--- src/shared/ffo_map.svh ---
/*
 * Register offsets, field positions, reset values and timing counts of the
 * flag offset load, offset readback and retransmit control block.
 * Assumes a 200 MHz bus clock and an AHB-Lite word-addressed register map.
 */
`ifndef FFO_MAP_SVH
`define FFO_MAP_SVH

`define FFO_REG_CTRL 8'h00
`define FFO_REG_STATUS 8'h04
`define FFO_REG_EOFF 8'h08
`define FFO_REG_FOFF 8'h0C
`define FFO_CTRL_LARGE_BIT 0

`define FFO_OFF_W 15
`define FFO_LO_W 9
`define FFO_HI_W 6
`define FFO_W_SMALL 5'h0E
`define FFO_W_LARGE 5'h0F
`define FFO_BITS_SMALL 5'h1C
`define FFO_BITS_LARGE 5'h1E
`define FFO_MASK_SMALL 15'h3FFF
`define FFO_MASK_LARGE 15'h7FFF
`define FFO_DFLT_SERIAL 15'h03FF
`define FFO_DFLT_PAR 15'h007F

`define FFO_FLAG_EDGES 2'h2
`define FFO_RT_LAST 2'h1
`define FFO_CLK_NS 5
`define FFO_SKEW_NS 10
`define FFO_SKEW_CYC ((`FFO_SKEW_NS + `FFO_CLK_NS - 1) / `FFO_CLK_NS)

`endif

--- src/shared/ffo_pkg.sv ---
/*
 * Types of the flag offset control block: the bundle of device pins and the
 * retransmit sequencer states.
 * Assumes the constants of ffo_map.svh.
 */
package ffo_pkg;

    typedef struct packed {
        logic wclk;
        logic rclk;
        logic ld_n;
        logic sen_n;
        logic si;
        logic wen_n;
        logic ren_n;
        logic rt_n;
        logic mrs_n;
        logic prs_n;
        logic [8:0] data;
    } ffo_pins_t;

    typedef enum logic {
        ffo_rt_idle,
        ffo_rt_setup
    } ffo_rt_state_t;

endpackage

--- src/rtl/ffo_ctrl.sv ---
/*
 * Flag offset load (serial and parallel), offset readback and retransmit
 * sequencing of a dual-clock FIFO, with an AHB-Lite register window.
 * Assumes all device pins, write and read clocks included, are asynchronous
 * to hclk and slower than a quarter of it; they are synchronised here.
 */
`timescale 1ns/10ps
`include "ffo_map.svh"

module ffo_ctrl
    import ffo_pkg::*;
(
    // Clock and reset
    input wire logic hclk,
    input wire logic hresetn,
    // AHB-Lite slave
    input wire logic hsel,
    input wire logic [31:0] haddr,
    input wire logic [1:0] htrans,
    input wire logic hwrite,
    input wire logic [2:0] hsize,
    input wire logic [31:0] hwdata,
    input wire logic hready,
    output logic [31:0] hrdata,
    output logic hreadyout,
    output logic hresp,
    // Device pins from the controlling logic
    input wire logic write_clk,
    input wire logic read_clk,
    input wire logic offset_load_select_n,
    input wire logic serial_shift_enable_n,
    input wire logic fall_through_select_pin,
    input wire logic write_enable_n,
    input wire logic read_enable_n,
    input wire logic replay_request_n,
    input wire logic master_reset_n,
    input wire logic partial_reset_n,
    input wire logic [8:0] data_in_bus,
    // Offset readback
    output logic [8:0] data_out_bus,
    output logic offset_read_strobe,
    // Flag validity and mode
    output logic almost_empty_valid,
    output logic almost_full_valid,
    output logic serial_mode,
    output logic fall_through_mode,
    // Retransmit sequencing
    output logic empty_flag_n,
    output logic output_ready_n,
    output logic read_ptr_rewind,
    output logic first_word_show,
    output logic half_full_update,
    output logic almost_empty_update,
    output logic almost_full_update
);

    ////////////////////////////////////////////////////////////////////////
    // Pin synchronisers and clock edge detection

    ffo_pins_t pin_raw;
    ffo_pins_t sync1;
    ffo_pins_t sync2;
    logic wclk_d;
    logic rclk_d;

    assign pin_raw = '{wclk: write_clk, rclk: read_clk, ld_n: offset_load_select_n,
                       sen_n: serial_shift_enable_n, si: fall_through_select_pin,
                       wen_n: write_enable_n, ren_n: read_enable_n, rt_n: replay_request_n,
                       mrs_n: master_reset_n, prs_n: partial_reset_n, data: data_in_bus};

    // Resets start asserted so nothing acts before the pins are seen
    always_ff @(posedge hclk or negedge hresetn) begin
        if (!hresetn) begin
            sync1 <= '0;
            sync2 <= '0;
            wclk_d <= 1'b0;
            rclk_d <= 1'b0;
        end else begin
            sync1 <= pin_raw;
            sync2 <= sync1;
            wclk_d <= sync2.wclk;
            rclk_d <= sync2.rclk;
        end
    end

    wire w_rise = sync2.wclk & ~wclk_d;
    wire r_rise = sync2.rclk & ~rclk_d;
    wire mrs_act = ~sync2.mrs_n;
    wire prs_act = ~sync2.prs_n;
    wire ld_lo = ~sync2.ld_n;
    wire sen_lo = ~sync2.sen_n;
    wire wen_lo = ~sync2.wen_n;
    wire ren_lo = ~sync2.ren_n;
    wire rt_lo = ~sync2.rt_n;

    ////////////////////////////////////////////////////////////////////////
    // Variant selection from software

    logic ctrl_large;
    wire [4:0] off_w = ctrl_large ? `FFO_W_LARGE : `FFO_W_SMALL;
    wire [4:0] bit_total = ctrl_large ? `FFO_BITS_LARGE : `FFO_BITS_SMALL;
    wire [14:0] off_mask = ctrl_large ? `FFO_MASK_LARGE : `FFO_MASK_SMALL;

    ////////////////////////////////////////////////////////////////////////
    // Offset registers, serial and parallel load

    logic [14:0] eoff;
    logic [14:0] foff;
    logic [4:0] bit_cnt;
    logic [1:0] wptr;
    logic [1:0] rptr;
    wire [14:0] e_hit;
    wire [14:0] f_hit;

    wire ser_shift = w_rise & serial_mode & ld_lo & sen_lo & ~mrs_act;
    wire ser_last = bit_cnt == bit_total - 5'h01;
    wire ser_done = ser_shift & ser_last;
    wire ser_first = ser_shift & (bit_cnt == 5'h00);
    wire par_wr = w_rise & ~serial_mode & ld_lo & wen_lo & ~mrs_act;
    wire par_el = par_wr & (wptr == 2'h0);
    wire par_eh = par_wr & (wptr == 2'h1);
    wire par_fl = par_wr & (wptr == 2'h2);
    wire par_fh = par_wr & (wptr == 2'h3);

    // Serial bits walk empty offset LSB first, then full offset
    for (genvar i = 0; i < `FFO_OFF_W; i++) begin : g_bit
        assign e_hit[i] = ser_shift & (bit_cnt == 5'(i)) & (5'(i) < off_w);
        assign f_hit[i] = ser_shift & (bit_cnt == off_w + 5'(i));
    end

    wire [14:0] dflt = sync2.ld_n ? `FFO_DFLT_SERIAL : `FFO_DFLT_PAR;
    wire [14:0] ser_e = (eoff & ~e_hit) | ({15{sync2.si}} & e_hit);
    wire [14:0] ser_f = (foff & ~f_hit) | ({15{sync2.si}} & f_hit);
    wire [14:0] lo_e = {eoff[14:`FFO_LO_W], sync2.data};
    wire [14:0] hi_e = {sync2.data[`FFO_HI_W-1:0], eoff[`FFO_LO_W-1:0]};
    wire [14:0] lo_f = {foff[14:`FFO_LO_W], sync2.data};
    wire [14:0] hi_f = {sync2.data[`FFO_HI_W-1:0], foff[`FFO_LO_W-1:0]};
    wire [14:0] next_eoff = (mrs_act ? dflt : par_el ? lo_e : par_eh ? hi_e : ser_e) & off_mask;
    wire [14:0] next_foff = (mrs_act ? dflt : par_fl ? lo_f : par_fh ? hi_f : ser_f) & off_mask;

    // Strap levels are caught while master reset is held, not at hresetn
    always_ff @(posedge hclk or negedge hresetn) begin
        if (!hresetn) begin
            serial_mode <= 1'b0;
            fall_through_mode <= 1'b0;
            eoff <= '0;
            foff <= '0;
            bit_cnt <= '0;
            wptr <= '0;
        end else begin
            if (mrs_act) begin
                serial_mode <= sync2.ld_n;
                fall_through_mode <= sync2.si;
                bit_cnt <= '0;
                wptr <= '0;
            end else begin
                if (ser_shift)
                    bit_cnt <= ser_last ? 5'h00 : bit_cnt + 5'h01;
                if (par_wr)
                    wptr <= wptr + 2'h1;
            end
            eoff <= next_eoff;
            foff <= next_foff;
        end
    end

    ////////////////////////////////////////////////////////////////////////
    // Flag validity after offset loading

    logic [1:0] ae_wait;
    logic [1:0] af_wait;
    wire ae_start = ser_done | par_eh;
    wire af_start = ser_done | par_fh;
    wire ae_clear = ser_first | par_el;
    wire af_clear = ser_first | par_fl;

    always_ff @(posedge hclk or negedge hresetn) begin
        if (!hresetn) begin
            almost_empty_valid <= 1'b0;
            almost_full_valid <= 1'b0;
            ae_wait <= '0;
            af_wait <= '0;
        end else if (mrs_act) begin
            almost_empty_valid <= 1'b1;
            almost_full_valid <= 1'b1;
            ae_wait <= '0;
            af_wait <= '0;
        end else begin
            if (ae_start) begin
                almost_empty_valid <= 1'b0;
                ae_wait <= `FFO_FLAG_EDGES;
            end else if (ae_clear) begin
                almost_empty_valid <= 1'b0;
                ae_wait <= '0;
            end else if (r_rise && ae_wait != 2'h0) begin
                ae_wait <= ae_wait - 2'h1;
                almost_empty_valid <= ae_wait == 2'h1;
            end
            if (af_start) begin
                almost_full_valid <= 1'b0;
                af_wait <= `FFO_FLAG_EDGES;
            end else if (af_clear) begin
                almost_full_valid <= 1'b0;
                af_wait <= '0;
            end else if (w_rise && af_wait != 2'h0) begin
                af_wait <= af_wait - 2'h1;
                almost_full_valid <= af_wait == 2'h1;
            end
        end
    end

    ////////////////////////////////////////////////////////////////////////
    // Parallel offset readback

    wire off_rd = r_rise & ld_lo & ren_lo & ~mrs_act;
    wire [8:0] rd_word = (rptr == 2'h0) ? eoff[`FFO_LO_W-1:0] :
                         (rptr == 2'h1) ? {3'h0, eoff[14:`FFO_LO_W]} :
                         (rptr == 2'h2) ? foff[`FFO_LO_W-1:0] : {3'h0, foff[14:`FFO_LO_W]};

    // Readback only ever comes out on the parallel bus
    always_ff @(posedge hclk or negedge hresetn) begin
        if (!hresetn) begin
            rptr <= '0;
            data_out_bus <= '0;
            offset_read_strobe <= 1'b0;
        end else begin
            offset_read_strobe <= off_rd;
            if (mrs_act)
                rptr <= '0;
            else if (off_rd)
                rptr <= rptr + 2'h1;
            if (off_rd)
                data_out_bus <= rd_word;
        end
    end

    ////////////////////////////////////////////////////////////////////////
    // Retransmit sequencing

    ffo_rt_state_t rt_state;
    logic [1:0] rt_cnt;
    logic [3:0] rt_skew;
    logic [1:0] rt_wcnt;
    logic rt_af_busy;

    // The controller keeps both enables high here; requests are not qualified
    wire rt_take = r_rise & rt_lo & (rt_state == ffo_rt_idle) & ~mrs_act & ~prs_act;
    wire rt_step = r_rise & (rt_state == ffo_rt_setup);
    wire rt_end = rt_step & (rt_cnt == `FFO_RT_LAST);
    wire rt_af_edge = rt_af_busy & (rt_skew == 4'h0) & w_rise;
    ffo_rt_state_t next_rt_state;

    always_comb begin
        next_rt_state = rt_state;
        case (rt_state)
            ffo_rt_idle: begin
                if (rt_take)
                    next_rt_state = ffo_rt_setup;
            end
            ffo_rt_setup: begin
                if (rt_end)
                    next_rt_state = ffo_rt_idle;
            end
            default: next_rt_state = ffo_rt_idle;
        endcase
        if (mrs_act || prs_act)
            next_rt_state = ffo_rt_idle;
    end

    wire setup_next = next_rt_state == ffo_rt_setup;

    always_ff @(posedge hclk or negedge hresetn) begin
        if (!hresetn) begin
            rt_state <= ffo_rt_idle;
            rt_cnt <= '0;
            empty_flag_n <= 1'b1;
            output_ready_n <= 1'b0;
            read_ptr_rewind <= 1'b0;
            half_full_update <= 1'b0;
            almost_empty_update <= 1'b0;
            first_word_show <= 1'b0;
        end else begin
            rt_state <= next_rt_state;
            rt_cnt <= rt_take ? 2'h0 : rt_step ? rt_cnt + 2'h1 : rt_cnt;
            empty_flag_n <= ~(setup_next & ~fall_through_mode);
            output_ready_n <= setup_next & fall_through_mode;
            read_ptr_rewind <= rt_take;
            half_full_update <= rt_take;
            almost_empty_update <= rt_end & ~prs_act & ~mrs_act;
            first_word_show <= rt_end & fall_through_mode & ~prs_act & ~mrs_act;
        end
    end

    // Almost-full lives on the write clock, so wait out the skew first
    always_ff @(posedge hclk or negedge hresetn) begin
        if (!hresetn) begin
            rt_af_busy <= 1'b0;
            rt_skew <= '0;
            rt_wcnt <= '0;
            almost_full_update <= 1'b0;
        end else begin
            almost_full_update <= rt_af_edge & (rt_wcnt == `FFO_RT_LAST);
            if (mrs_act || prs_act) begin
                rt_af_busy <= 1'b0;
            end else if (rt_take) begin
                rt_af_busy <= 1'b1;
                rt_skew <= 4'(`FFO_SKEW_CYC);
                rt_wcnt <= '0;
            end else if (rt_af_busy && rt_skew != 4'h0) begin
                rt_skew <= rt_skew - 4'h1;
            end else if (rt_af_edge) begin
                rt_wcnt <= rt_wcnt + 2'h1;
                rt_af_busy <= rt_wcnt != `FFO_RT_LAST;
            end
        end
    end

    ////////////////////////////////////////////////////////////////////////
    // AHB-Lite register window, zero wait states

    logic a_wr;
    logic [7:0] a_addr;
    wire acc = hsel & htrans[1] & hready;
    wire [31:0] status = {18'h0, bit_cnt, rptr, wptr, rt_state == ffo_rt_setup,
                          almost_full_valid, almost_empty_valid, fall_through_mode, serial_mode};
    wire [31:0] rd_bus = (haddr[7:0] == `FFO_REG_CTRL) ? {31'h0, ctrl_large} :
                         (haddr[7:0] == `FFO_REG_STATUS) ? status :
                         (haddr[7:0] == `FFO_REG_EOFF) ? {17'h0, eoff} :
                         (haddr[7:0] == `FFO_REG_FOFF) ? {17'h0, foff} : 32'h0;

    assign hreadyout = 1'b1;
    assign hresp = 1'b0;

    always_ff @(posedge hclk or negedge hresetn) begin
        if (!hresetn) begin
            a_wr <= 1'b0;
            a_addr <= '0;
            hrdata <= '0;
            ctrl_large <= 1'b0;
        end else begin
            a_wr <= acc & hwrite;
            if (acc)
                a_addr <= haddr[7:0];
            if (acc && !hwrite)
                hrdata <= rd_bus;
            if (a_wr && a_addr == `FFO_REG_CTRL)
                ctrl_large <= hwdata[`FFO_CTRL_LARGE_BIT];
        end
    end

endmodule

--- config.mk ---
export PLATFORM = sky130hd
export DESIGN_NAME = ffo_ctrl
export DESIGN_NICKNAME = d
export VERILOG_FILES = /design/src/shared/ffo_pkg.sv /design/src/rtl/ffo_ctrl.sv
export VERILOG_INCLUDE_DIRS = /design/src /design/src/shared
export SDC_FILE = /design/constraint.sdc
export NUM_CORES = 1
export LEC_CHECK = 0
export BUFFER_PORTS_ARGS = -buffer_cell sky130_fd_sc_hd__buf_2
export CAP_MARGIN = 0
export CORE_UTILIZATION = 34
export CTS_BUF_LIST = sky130_fd_sc_hd__clkbuf_4 sky130_fd_sc_hd__clkbuf_8
export DETAILED_ROUTE_END_ITERATION = 10
export REMOVE_ABC_BUFFERS = 1
export SLEW_MARGIN = 25
export SYNTH_ARGS = -nofsm -noshare
export SYNTH_HDL_FRONTEND = slang
export SYNTH_SLANG_ARGS = --single-unit
--- constraint.sdc ---
create_clock -name hclk -period 4.35 [get_ports hclk]
set_input_delay 0.6525 -clock hclk [delete_from_list [all_inputs] [get_ports hclk]]
set_output_delay 0.6525 -clock hclk [all_outputs]
set_load 0.005 [all_outputs]
# After elaboration in Yosys (flattened, before gate mapping)
# Cells that the tools add are included.
[totals]
in_bits = 93
out_inout_bits = 55
reg_bits = 155
[op_classes]
n_bitwise = 110
addsub = 23
n_eq_ne = 50
magnitude_cmp = 15
n_reduce_logical = 23
n_mux = 55
[op_table]
columns = ["cell", "n"]
rows = [
  ["two-way mux 15 bit", 11],
  ["bitwise AND 15 bit", 6],
  ["bitwise AND 1 bit", 82],
  ["equality test 5 bit", 15],
  ["two-way mux 2 bit", 18],
  ["adder 4 x 4 -> 5 bit (second input constant)", 7],
  ["equality test 5 x 4 -> 1 bit (second input constant)", 7],
  ["NOT 15 bit", 2],
  ["OR 15 bit", 2],
  ["less-than comparator 4 bit (first input constant)", 7],
  ["two-way mux 9 bit", 3],
  ["adder 4 x 3 -> 5 bit (second input constant)", 4],
  ["equality test 5 x 3 -> 1 bit (second input constant)", 4],
  ["equality test 8 x 4 -> 1 bit (second input constant)", 2],
  ["logical NOT 8 bit", 2],
  ["less-than comparator 3 x 4 -> 1 bit (first input constant)", 4],
  ["two-way mux 1 bit", 16],
  ["two-way mux 5 bit", 3],
  ["NOT 1 bit", 14],
  ["equality test 2 x 1 -> 1 bit (second input constant)", 6],
  ["adder 4 x 2 -> 5 bit (second input constant)", 2],
  ["equality test 5 x 2 -> 1 bit (second input constant)", 2],
  ["two-way mux 10 bit", 1],
  ["nonzero test 2 bit", 5],
  ["other kinds (29)", 51],
]

# Depth between registers and ports, before layout
[depth]
word_depth = 15
mapped_depth = 8

# Least setup slack after synthesis
# OpenSTA, ideal clock, no wires.
[synth_timing]
path_type = "input to register"
start = "input port hready"
end = "register hrdata[9]"
path_buffers = 2
slack_ps = 2328
arrival_time_ps = 1939
setup_ps = 83
path_stages = 6
cell_sequence = "nand3_2 nand2b_1 buf_2 or4_4 buf_2 o21ai_0"
[synth_via]
elab_chain_cells = 2
[synth_rtl]
columns = ["item", "line", "text"]
rows = [
  ["start, declared", "ffo_ctrl.sv:23", "input wire logic hready,"],
  ["bitwise AND 1 bit", "ffo_ctrl.sv:323", "wire acc = hsel & htrans[1] & hready;"],
  ["logical AND 1 bit", "ffo_ctrl.sv:344", "if (acc && !hwrite)"],
  ["end signal, assigned", "ffo_ctrl.sv:345", "hrdata <= rd_bus;"],
  ["end, declared", "ffo_ctrl.sv:24", "output logic [31:0] hrdata,"],
]
# Every way passes these cells.
# A chain may end at the register's enable or synchronous reset.

# Worst setup path in the final report
[layout_timing]
start = "register sync2[18] in the netlist's numbering"
end = "register foff[9]"
[layout_via]
elab_chain_cells = 13
elab_cells_between_ends = 20
[layout_rtl]
columns = ["item", "line", "text"]
rows = [
  ["start, declared", "ffo_ctrl.sv:62", "ffo_pins_t sync2;"],
  ["start signal, assigned", "ffo_ctrl.sv:80", "sync2 <= sync1;"],
  ["bitwise AND 1 bit (*)", "ffo_ctrl.sv:86", "wire w_rise = sync2.wclk & ~wclk_d;"],
  ["bitwise AND 1 bit (4 in a row)", "ffo_ctrl.sv:115", "wire ser_shift = w_rise & serial_mode & ld_lo & sen_lo & ~mrs_act;"],
  ["bitwise AND 1 bit", "ffo_ctrl.sv:128", "assign f_hit[i] = ser_shift & (bit_cnt == off_w + 5'(i));"],
  ["NOT 15 bit", "ffo_ctrl.sv:133", "wire [14:0] ser_f = (foff & ~f_hit) | ({15{sync2.si}} & f_hit);"],
  ["bitwise AND 15 bit", "ffo_ctrl.sv:133", ""],
  ["OR 15 bit", "ffo_ctrl.sv:133", ""],
  ["two-way mux 15 bit", "ffo_ctrl.sv:139", "wire [14:0] next_foff = (mrs_act ? dflt : par_fl ? lo_f : par_fh ? hi_f : ser_f) & off_mask;"],
  ["two-way mux 15 bit (*) (2 in a row)", "ffo_ctrl.sv:139", ""],
  ["bitwise AND 15 bit (*)", "ffo_ctrl.sv:139", ""],
  ["end signal, assigned", "ffo_ctrl.sv:163", "foff <= next_foff;"],
  ["end, declared", "ffo_ctrl.sv:108", "logic [14:0] foff;"],
]
# Every way passes the cells marked *; elsewhere a longest branch is shown, timed or not.

==> qor.csv <==
stage;metric;value;unit
outcome;outcome;finished, final reports clean;
clock_network;cts_sinks;138;
global_routing;grt_pass1_wl;32200;um
global_routing;antenna_found_initial;0;
pwr;power_switching;772.8;uW
placed_design;routabilityCongestion;0.9449;
cells_and_area;drive_gt1_frac;0.1935;
timing;max_freq;0.3872;GHz
timing;slew_violations;0;
floorplan;start_util;0.3501;
pwr;leakage;3.489;nW
floorplan;io_pins;148;
pwr;powerDensity;327.6;nW/um2
synth;synth_seq_cells;138;
global_routing;grt_usage;0.1936;
setup_path;cp.required;4.71;ns
synth;yosys.area.top_type;dfrtp_1;
detailed_routing;ant_nets;0;
clock_network;clock-root-buffer;clkbuf_8;
setup_path;cp_common_cell;and3b_1;
clock_network;clockBufferDepth;2;
placed_design;port-buffer-count;69;
timing;period_needed;2.582;ns
synth;syn_area;7430;um2
detailed_routing;dr.pass1.iters;5;
pwr;comb_power_share;0.102;
synth;ys_types;80;
timing;hold_violations;0;
global_routing;grt_pass1_vias;5485;
clock_network;cts_resized;0;
setup_path;worstPathCellList;and3b_1, o211ai_1, or4_1, and3b_1;
synth;netlist_instances;742;
cells_and_area;fin_util;0.3897;
cells_and_area;fillers;2138;
setup_path;crit_type;reg -> reg;
timing;worst_pin_slew;1.012;ns
global_routing;grt_max_degree;100;
synth;ys_async_sr_fraction;1.000;
timing;clock_skew;0.01926;ns
pwr;p_clk_frac;0.371;
cells_and_area;syn2layout_area_growth;11.32;%
setup_path;cpMaxStageDelayCell;and3b_1;
synth;synth.top_cell.area_share;0.4614;
cells_and_area;layout.area.seq;3455;um2
synth;synth_ff_type;dfrtp_1;
clock_network;cts_buffers;17;
synth;synth_common_cells;dfrtp_1 (137), nand2_1 (70), o21ai_0 (44), inv_1 (34), nor2_1 (32);
setup_path;endpoint_kind;register;
pwr;peakVddDrop;0.1659;mV
clock_network;post_cts_buffers;0;
cells_and_area;n_antenna_cell;0;
clock_network;cts_tree;yes;
placed_design;post-dp-hpwl;14850;um
floorplan;chipWidth;149.8;um
clock_network;clk_transition_reported_paths;0.09;ns
synth;synth-warning-count;0;
global_routing;grt_overflow;0;
cells_and_area;multi_input_area;3563;um2
timing;relSlewSlack;0.3238;
timing;fin_tns_setup;0;ns
synth;netlist_top_cells_area;dfrtp_1 (46%), nand2_1 (3.5%), mux2_2 (3.5%), mux2i_1 (3.2%), ha_1 (3.2%);
floorplan;die_area;22450;um2
synth;yosys.cell_count.top_type;dfrtp_1;
timing;setup_viol;0;
synth;ys_seq_area_frac;0.4650;
detailed_routing;drt-wirelength-per-cell;19.61;um
detailed_routing;first_iter_violations;665;
detailed_routing;drc;0;
floorplan;die_h;149.8;um
clock_network;clk_latency;0.46;ns
pwr;swShare;0.2852;
floorplan;rows;53;
pwr;p_int;1.937;mW
setup_path;critPathMaxFanout;23;
setup_path;max_stage_delay;0.83;ns
detailed_routing;viasPerCell;5.589;
detailed_routing;vias;6014;
cells_and_area;nNetsFinal;901;
detailed_routing;routed_wirelength;21100;um
synth;avgSynthCellArea;10.01;um2
setup_path;cp-start-kind;register;
timing;period_share;0.5936;
clock_network;hold_buffers;0;
timing;rsz0062_at_grt;no;
synth;synth_edf_count;0;
run;max_cap_violations;0;
hold_path;hold_path.class;in -> async;
pwr;power_frac_seq;0.527;
floorplan;coreArea;21220;um2
clock_network;htreeDepth;4;
setup_path;arrival;2.94;ns
[worst max-delay path, delay by kind of cell, from the launching register on]
family | cells | cell delay, ns
and+or+nand+nor | 3 | 1.60
DFF | 1 | 0.54
AOI/OAI and AO/OA | 1 | 0.34
[metrics by stage]
| step | instance area [um2] | setup slack [ns] | hold slack [ns] | instances | total power [mW] |
|---|---|---|---|---|---|
| 4_1_cts | 8270 | 1.832 | 0.2687 | 1076 | 2.732 |
| 3_5_place_dp | 7901 | 1.801 | 0.3347 | 1045 | 1.729 |
| 5_1_grt | 8270 | 1.703 | 0.2589 | 1076 | 2.838 |
| 2_1_floorplan | 7141 | 1.906 | 0.3312 | 693 | 1.583 |
| 3_3_place_gp | 7901 | 1.821 | 0.3335 | 1045 | 1.724 |
| 6_report | 8270 | 1.768 | 0.2783 | 1076 | 2.709 |
[sequential cells by signal, summed over array words and instances, names as in the netlist, 3 cells and up]
name and cells:
eoff 15, lo_e 3, rt_skew 4, hrdata 15, bit_cnt 5, a_addr 8, foff 15, sync2 10
hi_e 6, sync1 19, data_out_bus 9
[layout by cell type (no fill, tap or decap), drive strengths merged, types with 8 or more instances in the layout]
cell / netlist / routed
a22oi: 22 / 22
conb: 2 / 19
nor2: 32 / 32
ha: 19 / 19
o211ai: 10 / 10
mux2: 23 / 23
clkbuf: 23 / 19
a31oi: 10 / 10
inv: 34 / 36
dfrtp: 137 / 137
buf: 43 / 77
nand4: 13 / 13
nand3: 17 / 17
nor2b: 13 / 13
nor3: 9 / 9
a21oi: 23 / 23
and2: 8 / 8
a211oi: 8 / 8
nor4: 8 / 8
nand2: 70 / 70
mux2i: 24 / 24
o21ai: 45 / 45
o31ai: 12 / 12
[routing by layer]
metal  vias up  share of wire  track usage
li1       2792              -            -
met1      2899           0.46       0.2831
met2       284           0.42       0.2688
met3        39          0.095      0.05366
met4         0          0.025      0.07020
met5         -              0            0
[power by group through the flow]
stage	Combinational (mW)	Clock [mW]	Sequential, mW
final	0.277	1.00	1.43
after global placement	0.272	0	1.45
after global routing	0.312	1.09	1.44
after CTS	0.277	1.03	1.43
after detailed placement	0.276	0	1.45
after floorplan	0.152	0	1.43
[area by class of cell]
class | instances | area share
clock inverters | 12 | 0.01452
flip-flops and latches | 138 | 0.4177
inverters | 34 | 0.01543
repair buffers | 77 | 0.04977
multi-input cells | 521 | 0.4309
clock buffers | 19 | 0.03011
well taps | 275 | 0.04160
[logic make-up (layout without fill, tap and decap cells)]
kind of cell,after synthesis,count (layout),share of synthesized area
AOI/OAI and AO/OA,193,193,0.1814
DFF,138,138,0.4650
muxes,48,48,0.07023
adders and majority gates,19,19,0.03200
other,2,19,0.001011
and+or+nand+nor,234,234,0.1763
xor gates and xnor gates,8,8,0.009431
buffers and inverters,100,142,0.06467
[final timing paths]
| path | from | endpoint | slack, ns | cells after the start |
|---|---|---|---|---|
| max | sync2[18] | foff[9] | 1.77 | 4 |
| min reg2reg | sync1[4] | hi_e[13] | 0.34 | 0 |
| min in group hclk | serial_shift_enable_n | sync1[15] | 0.29 | 1 |
| max reg2reg | sync2[18] | foff[9] | 1.77 | 4 |
| max in group asynchronous | hresetn | eoff[13] | 3.22 | 2 |
| min | hresetn | half_full_update | 0.28 | 1 |
(Power assumes the default switching activity.)
